[config.mk]
export PLATFORM = sky130hd
export DESIGN_NAME = reset_config_sequencer
export DESIGN_NICKNAME = d
export VERILOG_FILES = /design/src/inc/rcs_pkg.sv /design/src/inc/tmr_if.sv /design/src/rtl/delay_counter.sv /design/src/rtl/reset_config_sequencer.sv
export SDC_FILE = /design/constraint.sdc
export NUM_CORES = 1
export LEC_CHECK = 0
export ABC_AREA = 1
export BUFFER_PORTS_ARGS = -buffer_cell sky130_fd_sc_hd__buf_4
export CORE_ASPECT_RATIO = 0.8
export CORE_MARGIN = 2
export CORE_UTILIZATION = 35
export CTS_CLUSTER_SIZE = 25
export DETAILED_ROUTE_END_ITERATION = 8
export SETUP_SLACK_MARGIN = 0.5
export SYNTH_ARGS = -nofsm -noshare
export SYNTH_HDL_FRONTEND = slang
export SYNTH_SLANG_ARGS = --single-unit
[constraint.sdc]
create_clock -name CLK -period 1.75 [get_ports CLK]
set_input_delay 0.0875 -clock CLK [delete_from_list [all_inputs] [get_ports CLK]]
set_output_delay 0.0875 -clock CLK [all_outputs]
set_load 0.05 [all_outputs]
[src/inc/rcs_pkg.sv]
package rcs_pkg;
  // Configuration word placement and field positions
  localparam logic [13:0] CFG_ADDR = 14'h2007;
  localparam logic [13:0] CFG_SPACE_LO = 14'h2000;
  localparam logic [13:0] CFG_SPACE_HI = 14'h3fff;
  localparam int TRIM_HI = 13;
  localparam int TRIM_LO = 12;
  localparam int EEPROM_LOCK_BIT = 8;
  localparam int PROGRAM_LOCK_BIT = 7;
  localparam int BROWNOUT_EN_BIT = 6;
  localparam int RESET_PIN_SEL_BIT = 5;
  localparam int POWERUP_EN_N_BIT = 4;
  localparam int WATCHDOG_EN_BIT = 3;
  localparam int CLK_SEL_HI = 2;
  // Implemented bits of the configuration word, unprogrammed value
  localparam logic [13:0] CFG_IMPL_MASK = 14'h31ff;
  localparam logic [13:0] CFG_RESET = 14'h31ff;
  // Power status register
  localparam logic [7:0] PWR_STATUS_ADDR = 8'h8e;
  localparam int BROWNOUT_FLAG_BIT = 0;
  localparam int POWERON_FLAG_BIT = 1;
  // Clock source codes
  localparam logic [2:0] CLK_RC_QUARTER_CLOCK_OUT = 3'h7;
  localparam logic [2:0] CLK_RC_IO = 3'h6;
  localparam logic [2:0] CLK_INTERNAL_OSC_MODE_QUARTER_CLOCK_OUT = 3'h5;
  localparam logic [2:0] CLK_CODE_4 = 3'h4;
  localparam logic [2:0] CLK_EXT = 3'h3;
  localparam logic [2:0] CLK_FAST_XTAL = 3'h2;
  localparam logic [2:0] CLK_XTAL = 3'h1;
  localparam logic [2:0] CLK_CODE_0 = 3'h0;
  // Timing
  localparam int CLK_HZ = 40000000;
  localparam int POWERUP_DELAY_MS = 72;
  localparam longint POWERUP_CYCLES_L = longint'(POWERUP_DELAY_MS) * CLK_HZ / 1000;
  localparam int POWERUP_CYCLES = int'(POWERUP_CYCLES_L);
  localparam int OSC_SETTLE_CYCLES = 1024;
endpackage : rcs_pkg

[src/inc/tmr_if.sv]
`timescale 1ns/1ps
interface tmr_if #(parameter int W = 22);
  logic start;
  logic [W-1:0] load;
  logic done;
  modport ctrl (output start, output load, input done);
  modport cnt (input start, input load, output done);
endinterface : tmr_if

[src/rtl/delay_counter.sv]
`timescale 1ns/1ps
// Down counter: start loads, done is a level once it reaches zero; clear restarts idle
module delay_counter #(parameter int W = 22) (
  input wire logic clk, // Clock
  input wire logic rst_n, // Async reset, low
  input wire logic clear, // Abort count
  tmr_if.cnt t // Start, load, done
);
  logic [W-1:0] count_reg;
  logic run_reg;
  // Counting state
  always_ff @(posedge clk or negedge rst_n) begin
    if (!rst_n) begin
      count_reg <= '0;
      run_reg <= 1'b0;
    end else if (clear) begin
      run_reg <= 1'b0;
    end else if (t.start) begin
      count_reg <= t.load;
      run_reg <= 1'b1;
    end else if (run_reg && count_reg != '0) begin
      count_reg <= count_reg - 1'b1;
    end
  end
  assign t.done = run_reg && (count_reg == '0);
endmodule : delay_counter

[src/rtl/reset_config_sequencer.sv]
`timescale 1ns/1ps
module reset_config_sequencer
  import rcs_pkg::*;
#(
  parameter int POWERUP_CNT = POWERUP_CYCLES, // Power-up delay in cycles
  parameter int OSC_SETTLE_CNT = OSC_SETTLE_CYCLES, // Oscillator settle count
  parameter bit CODE4_IS_INTERNAL_OSC_MODE = 1'b1, // Code 100 treated as internal oscillator
  parameter bit CODE0_IS_XTAL = 1'b1 // Code 000 treated as low-power crystal
) (
  input wire logic CLK, // System clock
  input wire logic RSTN, // Power-on reset, low
  input wire logic PROG_MODE, // Programming mode pin
  input wire logic PROG_WR, // Programmer write strobe
  input wire logic PROG_RD, // Programmer read strobe
  input wire logic [13:0] PROG_ADDR, // Programmer address
  input wire logic [13:0] PROG_WDATA, // Programmer write data
  input wire logic BROWNOUT_DETECT, // Supply below threshold, high
  input wire logic EXT_RESET_PIN_N, // Shared reset pin, low active
  input wire logic REG_WR, // Core register write
  input wire logic [7:0] REG_ADDR, // Core register address
  input wire logic [7:0] REG_WDATA, // Core write data
  output logic [13:0] PROG_RDATA, // Programmer read data
  output logic [7:0] REG_RDATA, // Core read data
  output logic CORE_RESET_N, // Device reset, low
  output logic OSC_ENABLE, // Internal oscillator run
  output logic [1:0] BANDGAP_TRIM, // Threshold trim
  output logic BROWNOUT_ENABLE, // Detector on
  output logic WATCHDOG_ENABLE, // Watchdog on
  output logic [2:0] CLOCK_SOURCE_SEL, // Oscillator select
  output logic QUARTER_CLOCK_OUT_EN, // Clock out function on pin
  output logic EEPROM_PROTECT, // Data protection active
  output logic PROGRAM_PROTECT, // Program protection active
  output logic EEPROM_ERASE, // Pulse: erase data EEPROM
  output logic PROGRAM_ERASE // Pulse: erase program memory and trim
);
  localparam int TW = 22;
  typedef enum logic [4:0] {
    ST_POR = 5'h01,
    ST_BROWNOUT = 5'h02,
    ST_POWERUP = 5'h04,
    ST_SETTLE = 5'h08,
    ST_RUN = 5'h10
  } seq_e;
  seq_e state_reg, state_next;
  logic [13:0] cfg_reg;
  logic brownout_flag_reg;
  logic poweron_flag_reg;
  logic bo_m, bo_s;
  logic pin_m, pin_s;
  logic pm_m, pm_s;
  logic [1:0] bandgap_trim;
  logic eeprom_lock_n, program_lock_n, brownout_enable;
  logic reset_pin_sel, powerup_delay_en_n, watchdog_enable;
  logic brownout_reset_reg;
  logic ext_reset;
  logic cfg_hit, pwr_wr;
  logic [2:0] clk_sel;
  logic xtal_mode, intrc_mode, ext_clk_mode, delay_en, settle_needed;
  logic [13:0] cfg_wdata;
  tmr_if #(.W(TW)) pu_t ();
  tmr_if #(.W(TW)) os_t ();
  // Two-flop synchroniser for the supply monitor
  always_ff @(posedge CLK or negedge RSTN) begin
    if (!RSTN) begin
      bo_m <= 1'b0;
      bo_s <= 1'b0;
    end else begin
      bo_m <= BROWNOUT_DETECT;
      bo_s <= bo_m;
    end
  end
  // Two-flop synchroniser for the reset pin; idles high so no false reset follows power-on
  always_ff @(posedge CLK or negedge RSTN) begin
    if (!RSTN) begin
      pin_m <= 1'b1;
      pin_s <= 1'b1;
    end else begin
      pin_m <= EXT_RESET_PIN_N;
      pin_s <= pin_m;
    end
  end
  // Two-flop synchroniser for the programming mode pin
  always_ff @(posedge CLK or negedge RSTN) begin
    if (!RSTN) begin
      pm_m <= 1'b0;
      pm_s <= 1'b0;
    end else begin
      pm_m <= PROG_MODE;
      pm_s <= pm_m;
    end
  end
  // Named fields of the configuration word
  assign bandgap_trim = cfg_reg[TRIM_HI:TRIM_LO];
  assign eeprom_lock_n = cfg_reg[EEPROM_LOCK_BIT];
  assign program_lock_n = cfg_reg[PROGRAM_LOCK_BIT];
  assign brownout_enable = cfg_reg[BROWNOUT_EN_BIT];
  assign reset_pin_sel = cfg_reg[RESET_PIN_SEL_BIT];
  assign powerup_delay_en_n = cfg_reg[POWERUP_EN_N_BIT];
  assign watchdog_enable = cfg_reg[WATCHDOG_EN_BIT];
  // Decoded configuration
  assign clk_sel = cfg_reg[CLK_SEL_HI:0];
  assign xtal_mode = (clk_sel == CLK_XTAL) || (clk_sel == CLK_FAST_XTAL)
                   || (clk_sel == CLK_CODE_0 && CODE0_IS_XTAL);
  assign intrc_mode = (clk_sel == CLK_RC_QUARTER_CLOCK_OUT) || (clk_sel == CLK_RC_IO) || (clk_sel == CLK_INTERNAL_OSC_MODE_QUARTER_CLOCK_OUT)
                    || (clk_sel == CLK_CODE_4 && CODE4_IS_INTERNAL_OSC_MODE);
  assign ext_clk_mode = (clk_sel == CLK_EXT);
  assign delay_en = !cfg_reg[POWERUP_EN_N_BIT];
  assign settle_needed = xtal_mode;
  // Reset pin only counts when selected; otherwise tied inactive
  assign ext_reset = cfg_reg[RESET_PIN_SEL_BIT] && !pin_s;
  // Brown-out only acts when the detector is enabled
  assign brownout_reset_reg = cfg_reg[BROWNOUT_EN_BIT] && bo_s;
  // Configuration word access decode, programming mode only
  assign cfg_hit = pm_s && (PROG_ADDR == CFG_ADDR);
  assign cfg_wdata = PROG_WDATA & CFG_IMPL_MASK;
  // Configuration word: unprogrammed ones after reset, programmer rewrites it
  always_ff @(posedge CLK or negedge RSTN) begin
    if (!RSTN) begin
      cfg_reg <= CFG_RESET;
    end else if (cfg_hit && PROG_WR) begin
      cfg_reg <= cfg_wdata;
    end
  end
  // Data erase pulse when data protection goes from enabled to disabled
  always_ff @(posedge CLK or negedge RSTN) begin
    if (!RSTN) begin
      EEPROM_ERASE <= 1'b0;
    end else begin
      EEPROM_ERASE <= cfg_hit && PROG_WR && !eeprom_lock_n && cfg_wdata[EEPROM_LOCK_BIT];
    end
  end
  // Program erase pulse when program protection goes from enabled to disabled
  always_ff @(posedge CLK or negedge RSTN) begin
    if (!RSTN) begin
      PROGRAM_ERASE <= 1'b0;
    end else begin
      PROGRAM_ERASE <= cfg_hit && PROG_WR && !program_lock_n
                    && cfg_wdata[PROGRAM_LOCK_BIT];
    end
  end
  // Programmer read port; any address but the configuration word, or outside the mode, reads zero
  always_ff @(posedge CLK or negedge RSTN) begin
    if (!RSTN) begin
      PROG_RDATA <= '0;
    end else if (cfg_hit && PROG_RD) begin
      PROG_RDATA <= cfg_reg;
    end else if (PROG_RD) begin
      PROG_RDATA <= '0;
    end
  end
  // Threshold trim output
  always_ff @(posedge CLK or negedge RSTN) begin
    if (!RSTN) begin
      BANDGAP_TRIM <= CFG_RESET[TRIM_HI:TRIM_LO];
    end else begin
      BANDGAP_TRIM <= bandgap_trim;
    end
  end
  // Brown-out detector enable output
  always_ff @(posedge CLK or negedge RSTN) begin
    if (!RSTN) begin
      BROWNOUT_ENABLE <= CFG_RESET[BROWNOUT_EN_BIT];
    end else begin
      BROWNOUT_ENABLE <= brownout_enable;
    end
  end
  // Watchdog enable output
  always_ff @(posedge CLK or negedge RSTN) begin
    if (!RSTN) begin
      WATCHDOG_ENABLE <= CFG_RESET[WATCHDOG_EN_BIT];
    end else begin
      WATCHDOG_ENABLE <= watchdog_enable;
    end
  end
  // Oscillator select output
  always_ff @(posedge CLK or negedge RSTN) begin
    if (!RSTN) begin
      CLOCK_SOURCE_SEL <= CFG_RESET[CLK_SEL_HI:0];
    end else begin
      CLOCK_SOURCE_SEL <= clk_sel;
    end
  end
  // Clock out function only in the two modes that route it to the pin
  always_ff @(posedge CLK or negedge RSTN) begin
    if (!RSTN) begin
      QUARTER_CLOCK_OUT_EN <= 1'b1;
    end else begin
      QUARTER_CLOCK_OUT_EN <= (clk_sel == CLK_RC_QUARTER_CLOCK_OUT) || (clk_sel == CLK_INTERNAL_OSC_MODE_QUARTER_CLOCK_OUT);
    end
  end
  // Data protection output
  always_ff @(posedge CLK or negedge RSTN) begin
    if (!RSTN) begin
      EEPROM_PROTECT <= 1'b0;
    end else begin
      EEPROM_PROTECT <= !eeprom_lock_n;
    end
  end
  // Program protection output
  always_ff @(posedge CLK or negedge RSTN) begin
    if (!RSTN) begin
      PROGRAM_PROTECT <= 1'b0;
    end else begin
      PROGRAM_PROTECT <= !program_lock_n;
    end
  end
  // Timers: power-up delay then oscillator settle
  delay_counter #(.W(TW)) u_pu (
    .clk(CLK),
    .rst_n(RSTN),
    .clear(brownout_reset_reg),
    .t(pu_t)
  );
  delay_counter #(.W(TW)) u_os (
    .clk(CLK),
    .rst_n(RSTN),
    .clear(brownout_reset_reg),
    .t(os_t)
  );
  assign pu_t.load = TW'(POWERUP_CNT - 1);
  assign os_t.load = TW'(OSC_SETTLE_CNT - 1);
  // Sequencer next state
  always_comb begin
    state_next = state_reg;
    pu_t.start = 1'b0;
    os_t.start = 1'b0;
    case (state_reg)
      ST_POR, ST_BROWNOUT: begin
        if (!brownout_reset_reg) begin
          if (delay_en) begin
            state_next = ST_POWERUP;
            pu_t.start = 1'b1;
          end else if (settle_needed) begin
            state_next = ST_SETTLE;
            os_t.start = 1'b1;
          end else begin
            state_next = ST_RUN;
          end
        end
      end
      ST_POWERUP: begin
        if (brownout_reset_reg) begin
          state_next = ST_BROWNOUT;
        end else if (pu_t.done) begin
          if (settle_needed) begin
            state_next = ST_SETTLE;
            os_t.start = 1'b1;
          end else begin
            state_next = ST_RUN;
          end
        end
      end
      ST_SETTLE: begin
        if (brownout_reset_reg) begin
          state_next = ST_BROWNOUT;
        end else if (os_t.done) begin
          state_next = ST_RUN;
        end
      end
      ST_RUN: begin
        if (brownout_reset_reg) begin
          state_next = ST_BROWNOUT;
        end
      end
      default: begin
        state_next = ST_POR;
      end
    endcase
  end
  // Sequencer state
  always_ff @(posedge CLK or negedge RSTN) begin
    if (!RSTN) begin
      state_reg <= ST_POR;
    end else begin
      state_reg <= state_next;
    end
  end
  // Reset out: time-outs ignore the pin, pin only gates release
  always_ff @(posedge CLK or negedge RSTN) begin
    if (!RSTN) begin
      CORE_RESET_N <= 1'b0;
    end else begin
      CORE_RESET_N <= (state_next == ST_RUN) && !ext_reset;
    end
  end
  // Oscillator stopped while external reset held in internal or RC mode
  always_ff @(posedge CLK or negedge RSTN) begin
    if (!RSTN) begin
      OSC_ENABLE <= 1'b1;
    end else begin
      OSC_ENABLE <= !(ext_reset && intrc_mode);
    end
  end
  // Power status register; brown-out clear wins over software set
  assign pwr_wr = REG_WR && (REG_ADDR == PWR_STATUS_ADDR);
  always_ff @(posedge CLK or negedge RSTN) begin
    if (!RSTN) begin
      brownout_flag_reg <= 1'b0;
    end else if (brownout_reset_reg) begin
      brownout_flag_reg <= 1'b0;
    end else if (pwr_wr) begin
      brownout_flag_reg <= REG_WDATA[BROWNOUT_FLAG_BIT];
    end
  end
  // Power-on flag: cleared by power-on reset, written to either value by software
  always_ff @(posedge CLK or negedge RSTN) begin
    if (!RSTN) begin
      poweron_flag_reg <= 1'b0;
    end else if (pwr_wr) begin
      poweron_flag_reg <= REG_WDATA[POWERON_FLAG_BIT];
    end
  end
  // Core register read
  always_ff @(posedge CLK or negedge RSTN) begin
    if (!RSTN) begin
      REG_RDATA <= '0;
    end else if (REG_ADDR == PWR_STATUS_ADDR) begin
      REG_RDATA <= {6'h00, poweron_flag_reg, brownout_flag_reg};
    end else begin
      REG_RDATA <= '0;
    end
  end
endmodule : reset_config_sequencer

==> flow_summary_export.csv, run 1 <==
group,metric,value,unit
worst_hold_path,hp-class,"in2reg",
timing,tns,-0.0673,ps
worst_setup_path,cp-end-kind,"flop",
worst_setup_path,critPathArrivalTime,1980,ps
synth,synth.cell_area,5290,µm²
worst_setup_path,crit_family,"simple AND/OR/NAND/NOR gates",
outcome,status,"finished, violations left",
timing,rsz0062_at_grt,"true",
floorplanning,core.rowCount,40,
cells_and_area,final_cell_mix,"140 x nand2_1, 119 x buf_4, 94 x inv_1, 72 x dfrtp_1, 69 x nor2_1",
worst_setup_path,path_cells,"inv_2, ha_4, nand2_2, nor2_4, nand3_2, nand2_4, nand2_8, buf_4, buf_12, o21ai_1, o21ai_2",
floorplanning,start_util,35.5,%
cells_and_area,final_util,51.8,%
timing,finClkSkew,6.92,ps
worst_setup_path,cpPeakStageDelay,410,ps
power_and_ir_drop,leakagePower,3.78,nW
synth,netlist-cell-type-count,40,
worst_setup_path,worst_setup_path_start_kind,"flop",
clock_network,cts_max_level,3,
worst_setup_path,crit_type,"reg2reg",
floorplanning,dieWidth,141,µm
global_route,grt_usage,17.0,%
outcome,violations,"setup timing",
cells_and_area,drive_gt1_share,36.0,%
synth,ys_ff_latch,97,
cells_and_area,stdcell_count,1039,
detailed_routing,wl_per_cell,13.8,µm
placed_design,portBuffers,69,
synth,ys_seq_area_share,46.4,%
global_route,grt_max_degree,47,
worst_setup_path,cp.required,1980,ps
timing,period_needed,1750,ps
cells_and_area,final_common_cell,"nand2_1",
detailed_routing,drtPass1Iterations,5,
timing,hold_viol_final,0,
synth,yosysWarnings,0,
worst_setup_path,path_buf_inv,3,
timing,worst_slack,-0.0673,ps
detailed_routing,drt-total-wl,14400,µm
global_route,antenna_found_initial,0,
global_route,grt_pass1_wl,22200,µm
detailed_routing,drt.antenna.violating_nets,0,
floorplanning,die-area,16100,µm²
synth,syn_inst,687,
detailed_routing,drc,0,
synth,syn_avg_cell_area,7.70,µm²
synth,synth-main-ff-cell,"dfrtp_1",
cells_and_area,num_antenna_cells,0,
power_and_ir_drop,power_density,793,nW/µm²
detailed_routing,vias,4870,
timing,slew_violations,0,
floorplanning,ios,88,
detailed_routing,drt-initial-drc-count,236,
worst_setup_path,critPathSlowestCell,"dfrtp_1",
clock_network,cts_tree,"built",
clock_network,clk_latency,350,ps
synth,synth_enable_flop_cells,0,
floorplanning,die_h,114,µm
flow_run,drv_cap,0,
detailed_routing,via_per_inst,4.69,
clock_network,cts_buffers,9,
global_route,grt_overflow,0,
floorplanning,coreArea,14900,µm²
global_route,first_global_vias,4617,
placed_design,place_congestion,0.856,
clock_network,cts_buffer_depth,2,
timing,max_freq,571,MHz
clock_network,root_buffer,"clkbuf_16",
placed_design,dp_hpwl,9060,µm
placed_design,place_ws,18.3,ps
timing,setup_violations,1,
cells_and_area,areaGrowthSynthToFinish,45.9,%
clock_network,cts_sinks,97,
cells_and_area,fin_nets,901,
clock_network,clk_pin_slew,70,ps
placed_design,dp_cells,962,
synth,ys_async_sr_fraction,100,%
worst_setup_path,cp_max_fo,7,
worst_setup_path,worst-r2r-setup-slack,-0.07,ps
timing,period_share,100,%
power_and_ir_drop,ir_worst_vdd,565,µV
## final cells by class
class / instances / area (µm²)
clock buffers: 10 / 239
clock inverters: 6 / 57.6
fillers: 1333 / 7200
inverters: 105 / 402
multi-input cells: 468 / 2770
flip-flops and latches: 97 / 2460
well taps: 189 / 236
repair buffers: 164 / 1560
## power by group
part / leakage [nW] / switching (W) / internal, W
Sequential: 1.15 / 0.000104 / 0.00234
Combinational: 2.49 / 0.000867 / 0.000819
Clock: 0.147 / 0.000948 / 0.00104
## cells in the mapped netlist, types with 2 or more instances
master | instances | area, µm²
buf_2 | 7 | 35.0
buf_4 | 15 | 113
buf_6 | 2 | 22.5
clkbuf_1 | 2 | 7.51
dfrtp_1 | 74 | 1850
dfstp_2 | 23 | 604
ha_1 | 4 | 50.1
inv_1 | 99 | 372
inv_2 | 6 | 22.5
nand2_1 | 162 | 608
nand2_2 | 3 | 18.8
nand3_1 | 64 | 320
nand3_2 | 3 | 30.0
nand3b_1 | 2 | 15.0
nand4_1 | 15 | 93.8
nor2_1 | 94 | 353
nor2_2 | 10 | 62.6
nor3_2 | 2 | 20.0
nor4_2 | 2 | 25.0
o211ai_1 | 2 | 15.0
o21ai_0 | 17 | 85.1
o21ai_1 | 24 | 120
o22ai_1 | 11 | 68.8
o31ai_1 | 2 | 15.0
or2_1 | 2 | 12.5
xnor2_1 | 9 | 78.8
xor2_1 | 18 | 158
## timing repair
item / in CTS / in global routing
resized for setup: 42 / 108
hold buffers: 17 / 0
cloned: 2 / 8
endpoints found under the hold margin: 95 / 0
pin swaps: 5 / 33
buffers inserted: 10 / 24
setup endpoints to repair: 52 / 68
## cells by family (layout without fill, tap and decap cells)
group,after synthesis,after routing,share of synthesized area [%]
and+or+nand+nor,366,369,30.8
buffers and inverters,133,285,11.2
DFF,97,97,46.4
AOI/OAI and AO/OA,59,59,6.12
xor gates and xnor gates,27,27,4.47
adders and majority gates,4,4,0.946
other,1,9,0.0709
## per-stage QoR
step           power [W]  hold WS, ps  area, µm²
5_1_grt          0.00642         70.9       7720
4_1_cts          0.00569         45.7       6970
6_report         0.00612         64.0       7720
3_5_place_dp     0.00347        -50.1       6220
2_1_floorplan    0.00315         -208       5380
3_3_place_gp     0.00346        -50.7       6220
## layer usage
layer	vias to the layer above	global-route usage, %	part of all wire (%)
met4	0	4.13	1.0
li1	2462	-	-
met3	17	3.15	3.4
met5	-	0	0
met1	2303	23.8	47
met2	88	27.5	48
## path summary, 6_finish.rpt
kind                                         from            endpoint  cells after the start
worst min register to register              pin_m               pin_s                      0
max in group asynchronous                    RSTN        state_reg[0]                      3
worst max register to register  u_pu.count_reg[1]  u_pu.count_reg[12]                     11
worst min-delay path                      PROG_RD       PROG_RDATA[8]                      2
min in group asynchronous                    RSTN   u_os.count_reg[6]                      2
worst max-delay path            u_pu.count_reg[1]  u_pu.count_reg[12]                     11
Note: power is estimated with default switching activity, not from simulation.
==> inputs of run 2 (changes only) <==
--- a/config.mk
+++ b/config.mk
@@ -5,7 +5,7 @@
 export SDC_FILE = /design/constraint.sdc
 export NUM_CORES = 1
 export LEC_CHECK = 0
-export ABC_AREA = 1
+export ABC_AREA = 0
 export BUFFER_PORTS_ARGS = -buffer_cell sky130_fd_sc_hd__buf_4
 export CORE_ASPECT_RATIO = 0.8
 export CORE_MARGIN = 2
==> flow_summary_export.csv, run 2 <==
group,metric,value,unit
synth,syn_avg_cell_area,10.6,µm²
clock_network,root_buffer,"clkbuf_16",
cells_and_area,final_area,6880,µm²
placed_design,portBuffers,69,
power_and_ir_drop,power_frac_seq,44.1,%
clock_network,clk_pin_slew,70,ps
clock_network,cts_buffer_depth,2,
timing,finClkSkew,5.59,ps
detailed_routing,wl_met1,5760,µm
cells_and_area,num_antenna_cells,0,
worst_hold_path,hold_depth,3,
synth,synth_enable_flop_cells,0,
detailed_routing,vias,3996,
detailed_routing,wl_per_cell,14.7,µm
power_and_ir_drop,p_total,0.00544,W
worst_setup_path,cp-end-kind,"flop",
detailed_routing,via_per_inst,4.98,
placed_design,place_ws,-519,ps
power_and_ir_drop,ir_worst_vdd,447,µV
clock_network,clk_latency,350,ps
worst_setup_path,r2r_end,"u_pu.count_reg[21]",
power_and_ir_drop,p_int,0.00391,W
placed_design,place_area,6130,µm²
timing,relSlewSlack,44.8,%
synth,synth_compound_area_share,9.59,%
synth,ys_async_sr_fraction,100,%
synth,netlist_top_cells_area,"dfrtp_1 39%, dfstp_2 13%, nand2_1 3.4%",
synth,synthAdderAreaFrac,1.06,%
global_route,first_global_vias,4048,
global_route,grt_pass1_wl,19500,µm
power_and_ir_drop,p_switching,0.00153,W
power_and_ir_drop,p_clk_share,36.4,%
clock_network,cts_max_level,3,
flow_run,drv_cap,0,
floorplanning,dieWidth,134,µm
global_route,grt_max_degree,42,
global_route,antenna_found_initial,0,
power_and_ir_drop,power_density,790,nW/µm²
synth,synthTopCellsByCount,"74 x dfrtp_1, 43 x nand2_1, 23 x dfstp_2",
synth,synthXorXnorAreaFrac,5.75,%
outcome,violations,"setup timing",
detailed_routing,drc,0,
cells_and_area,final_common_cell,"buf_4",
timing,period_share,127,%
worst_setup_path,rr_worst_depth,6,
floorplanning,die-area,14400,µm²
synth,synth.cell_area,4720,µm²
clock_network,cts_tree,"built",
cells_and_area,multiInputGateArea,2350,µm²
clock_network,cts_sinks,97,
timing,max_freq,450,MHz
timing,hold_viol_final,0,
synth,synth-main-ff-cell,"dfrtp_1",
synth,netlist-cell-type-count,63,
worst_setup_path,worst-r2r-setup-slack,-470,ps
synth,ys_seq_area_share,52.0,%
worst_hold_path,hold_path_startpoint,"REG_WR",
global_route,grt_overflow,0,
timing,slew_violations,0,
cells_and_area,regArea,2460,µm²
timing,period_needed,2220,ps
worst_setup_path,cp_max_fo,20,
synth,syn_inst,445,
outcome,status,"finished, violations left",
worst_setup_path,r2r-start,"u_pu.count_reg[7]",
timing,rsz0062_at_grt,"true",
cells_and_area,final_cell_mix,"158 x buf_4, 74 x dfrtp_1, 40 x nand2_1, 23 x dfstp_2, 21 x inv_1",
worst_setup_path,cp.required,1990,ps
synth,yosysWarnings,0,
timing,worst_slack,-472,ps
clock_network,cts_buffers,9,
detailed_routing,drt.antenna.violating_nets,0,
detailed_routing,dr_wl_met3,539,µm
power_and_ir_drop,p_comb_share,19.5,%
timing,tightest_slew,828,ps
timing,setup_violations,49,
cells_and_area,drive_gt1_share,44.6,%
worst_hold_path,hp-class,"in2reg",
placed_design,place_congestion,0.859,
synth,ys_ff_latch,97,
power_and_ir_drop,leakagePower,3.03,nW
floorplanning,die_h,108,µm
power_and_ir_drop,power_switching_share,28.1,%
synth,synth.largest_area_cell,"dfrtp_1",
detailed_routing,drt-total-wl,11800,µm
detailed_routing,drt-initial-drc-count,226,
detailed_routing,drtPass1Iterations,4,
placed_design,dp_hpwl,8250,µm
global_route,grt_usage,17.0,%
worst_setup_path,crit_type,"reg2reg",
floorplanning,coreArea,13000,µm²
synth,yosysTopAreaCellShare,39.2,%
cells_and_area,areaGrowthSynthToFinish,45.7,%
cells_and_area,fillers,1140,
floorplanning,core.rowCount,37,
floorplanning,ios,88,
worst_setup_path,worst_setup_path_start_kind,"flop",
detailed_routing,maxUsedRoutingLayer,"met4",
worst_setup_path,critPathArrivalTime,2460,ps
detailed_routing,route.met2.wl,5320,µm
synth,synth_top_family_by_area,"simple AND/OR/NAND/NOR gates",
synth,muxShareOfSynthArea,3.10,%
worst_hold_path,hold-path-endpoint,"brownout_flag_reg",
synth,yosys.area_share.simple,23.4,%
cells_and_area,fin_nets,679,
synth,synth_most_common_cell,"dfrtp_1",
floorplanning,start_util,36.3,%
## run 2: cell families (layout without fill, tap and decap cells)
| family | after synthesis | in the layout |
|---|---|---|
| mux | 13 | 13 |
| xor+xnor | 31 | 31 |
| other cells | 1 | 9 |
| fa+ha+maj | 4 | 4 |
| flops | 97 | 97 |
| simple gates | 187 | 188 |
| compound gates | 65 | 66 |
| buf+inv | 47 | 220 |
## run 2: power by group through the flow
stage / sequential, W / clock (W) / combinational [W]
6_report: 0.00240 / 0.00198 / 0.00106
5_1_grt: 0.00241 / 0.00212 / 0.00116
4_1_cts: 0.00240 / 0.00201 / 0.00105
2_1_floorplan: 0.00242 / 0 / 0.000559
3_3_place_gp: 0.00244 / 0 / 0.000932
3_5_place_dp: 0.00244 / 0 / 0.000943
## run 2: stage by stage
step / hold WS (ps) / setup TNS [ps] / instances / util [%]
after floorplan: -208 / -16870 / 453 / -
after global placement: 19.9 / -18360 / 765 / 47.1
after detailed placement: 20.3 / -20060 / 765 / 47.1
after CTS: 16.2 / -18530 / 801 / 51.9
after global routing: 17.9 / -21340 / 803 / 52.9
final: 14.9 / -18490 / 803 / 52.9
## run 2: metal layers
layer	vias up	global-route usage, %
met5	-	0
met4	0	5.09
met3	13	4.33
li1	1946	-
met1	1951	23.8
met2	86	26.0
## run 2: layout make-up
cell class / instances / share of cell area, %
flip-flops and latches: 97 / 35.7
multi-input cells: 311 / 34.2
repair buffers: 183 / 21.5
clock buffers: 10 / 3.47
well taps: 175 / 3.18
inverters: 21 / 1.15
clock inverters: 6 / 0.800
## run 2: repair_timing
action,4_1_cts,5_1_grt
hold buffers,16,0
endpoints found under the hold margin,56,0
setup endpoints to repair,64,67
pin swaps,11,11
setup buffers,3,1
gates resized for setup,29,20
gates cloned,1,1
## run 2: worst max-delay path, stage by stage, from the launching register on
cell     delay (ps)
dfrtp_1         400
or4_4           540
or4_4           470
buf_12          190
nor4_4          280
xnor2_1         150
nand2_1          70
## run 2: worst max path at each step
stage	to	cells past startpoint	from	slack [ps]
floorplan	u_os.count_reg[14]	6	u_pu.count_reg[5]	-440
global placement	u_pu.count_reg[21]	6	u_pu.count_reg[7]	-480
detailed placement	u_pu.count_reg[15]	6	u_pu.count_reg[7]	-520
CTS	u_pu.count_reg[14]	6	u_pu.count_reg[7]	-460
global route	u_pu.count_reg[17]	6	u_pu.count_reg[7]	-530
finish	u_pu.count_reg[21]	6	u_pu.count_reg[7]	-470
==> inputs of run 3 (changes only) <==
--- a/config.mk
+++ b/config.mk
@@ -9,9 +9,10 @@
 export BUFFER_PORTS_ARGS = -buffer_cell sky130_fd_sc_hd__buf_4
 export CORE_ASPECT_RATIO = 0.8
 export CORE_MARGIN = 2
-export CORE_UTILIZATION = 35
+export CORE_UTILIZATION = 56
 export CTS_CLUSTER_SIZE = 25
 export DETAILED_ROUTE_END_ITERATION = 8
+export PLACE_DENSITY = 0.8
 export SETUP_SLACK_MARGIN = 0.5
 export SYNTH_ARGS = -nofsm -noshare
 export SYNTH_HDL_FRONTEND = slang
==> flow_summary_export.csv, run 3 (same netlist as run 2, synthesis figures left out) <==
group,metric,value,unit
detailed_routing,drt.antenna.violating_nets,0,
floorplanning,core.rowCount,29,
placed_design,portBuffers,69,
cells_and_area,multiInputGateArea,2490,µm²
detailed_routing,drc,0,
timing,relSlewSlack,25.1,%
power_and_ir_drop,p_comb_share,22.0,%
worst_setup_path,critPathArrivalTime,2650,ps
floorplanning,start_util,58.6,%
global_route,grt_pass1_wl,23000,µm
power_and_ir_drop,power_density,766,nW/µm²
worst_setup_path,worst_setup_path_start_kind,"flop",
cells_and_area,num_antenna_cells,0,
clock_network,cts_tree,"built",
cells_and_area,regArea,2460,µm²
cells_and_area,final_area,6940,µm²
floorplanning,coreArea,8060,µm²
power_and_ir_drop,ir_worst_vdd,558,µV
floorplanning,dieWidth,107,µm
clock_network,cts_sinks,97,
worst_setup_path,cp_max_fo,7,
cells_and_area,final_cell_mix,"148 x buf_4, 71 x dfrtp_1, 39 x nand2_1, 23 x dfstp_2, 21 x inv_1",
floorplanning,ios,88,
timing,worst_slack,-596,ps
outcome,status,"finished, violations left",
power_and_ir_drop,p_switching,0.00161,W
clock_network,clk_pin_slew,110,ps
timing,max_freq,426,MHz
global_route,antenna_found_initial,0,
global_route,grt_overflow,0,
cells_and_area,final_common_cell,"buf_4",
timing,tightest_slew,1120,ps
clock_network,cts_buffer_depth,2,
timing,finClkSkew,16.2,ps
placed_design,place_area,5960,µm²
global_route,first_global_vias,4551,
timing,rsz0062_at_grt,"true",
power_and_ir_drop,power_switching_share,30.3,%
clock_network,cts_buffers,9,
floorplanning,die_h,86.1,µm
worst_setup_path,cp-end-kind,"flop",
timing,period_needed,2350,ps
detailed_routing,wl_per_cell,23.8,µm
global_route,grt_max_degree,43,
cells_and_area,areaGrowthSynthToFinish,47.0,%
timing,holdWs,54.5,ps
timing,period_share,134,%
cells_and_area,fillers,354,
clock_network,root_buffer,"clkbuf_8",
outcome,violations,"setup timing",
floorplanning,die-area,9190,µm²
cells_and_area,final_util,86.2,%
cells_and_area,drive_gt1_share,46.8,%
detailed_routing,drt-total-wl,17500,µm
clock_network,clk_latency,390,ps
timing,hold_viol_final,0,
global_route,grt_usage,32.9,%
cells_and_area,fin_nets,679,
timing,slew_violations,0,
power_and_ir_drop,p_int,0.00370,W
placed_design,place_ws,-522,ps
power_and_ir_drop,leakagePower,3.01,nW
detailed_routing,drtPass1Iterations,5,
flow_run,drv_cap,0,
worst_setup_path,crit_type,"reg2reg",
detailed_routing,via_per_inst,6.42,
power_and_ir_drop,power_frac_seq,45.6,%
worst_setup_path,cp.required,2060,ps
detailed_routing,vias,4726,
clock_network,cts_max_level,3,
placed_design,place_congestion,0.920,
worst_hold_path,hp-class,"in2reg",
detailed_routing,drt-initial-drc-count,448,
placed_design,dp_hpwl,8090,µm
power_and_ir_drop,p_clk_share,32.4,%
timing,setup_violations,49,
[run 3: final timing paths]
path	startpoint	cells past startpoint	slack, ps	endpoint
worst max register to register	u_pu.count_reg[7]	6	-600	state_reg[3]
worst min-delay path	REG_ADDR[4]	3	50	REG_RDATA[1]
worst min register to register	pin_m	0	370	pin_s
max in group asynchronous	RSTN	3	790	cfg_reg[7]
worst max-delay path	u_pu.count_reg[7]	6	-600	state_reg[3]
min in group asynchronous	RSTN	2	220	PROG_RDATA[0]
[run 3: routing by layer]
layer	global-route usage (%)	routed length (µm)	vias to the layer above
li1	-	-	1936
met1	40.1	5980	2295
met2	57.4	8710	381
met3	7.67	1560	114
met4	12.6	1270	0
met5	0	0	-
[run 3: area by class of cell]
type / count / share of cell area (%)
Inverter: 21 / 1.14
Clock buffer: 9 / 1.78
Multi-Input combinational cell: 311 / 35.9
Tap cell: 108 / 1.95
Sequential cell: 97 / 35.4
Clock inverter: 7 / 1.46
Timing Repair Buffer: 183 / 22.3
[run 3: worst max-delay path, stage by stage (launching register included)]
cell and delay, ps:
dfrtp_1 400, or4_4 540, or4_4 510, nor4_4 190, buf_4 180, o211a_4 250
a41o_1 190
[run 3: power groups by stage]
stage	combinational [W]	sequential (W)	clock (W)
after global routing	0.00123	0.00243	0.00179
after detailed placement	0.000899	0.00245	0
after CTS	0.00103	0.00240	0.00167
final	0.00117	0.00243	0.00172
after floorplan	0.000559	0.00242	0
after global placement	0.000864	0.00244	0
[run 3: metrics by stage]
stage	setup TNS, ps	std cells	total power [W]
floorplan	-16870	453	0.00298
global placement	-18660	687	0.00331
detailed placement	-20790	687	0.00334
CTS	-20450	732	0.00511
global route	-26280	736	0.00545
finish	-22950	736	0.00532
[run 3: what timing repair did]
item                                   4_1_cts  5_1_grt
setup endpoints to repair                   65       76
hold buffers                                18        0
pin swaps                                    6       15
gates cloned                                 2        2
setup buffers                                9        2
endpoints found under the hold margin       42        0
resized for setup                           40       42
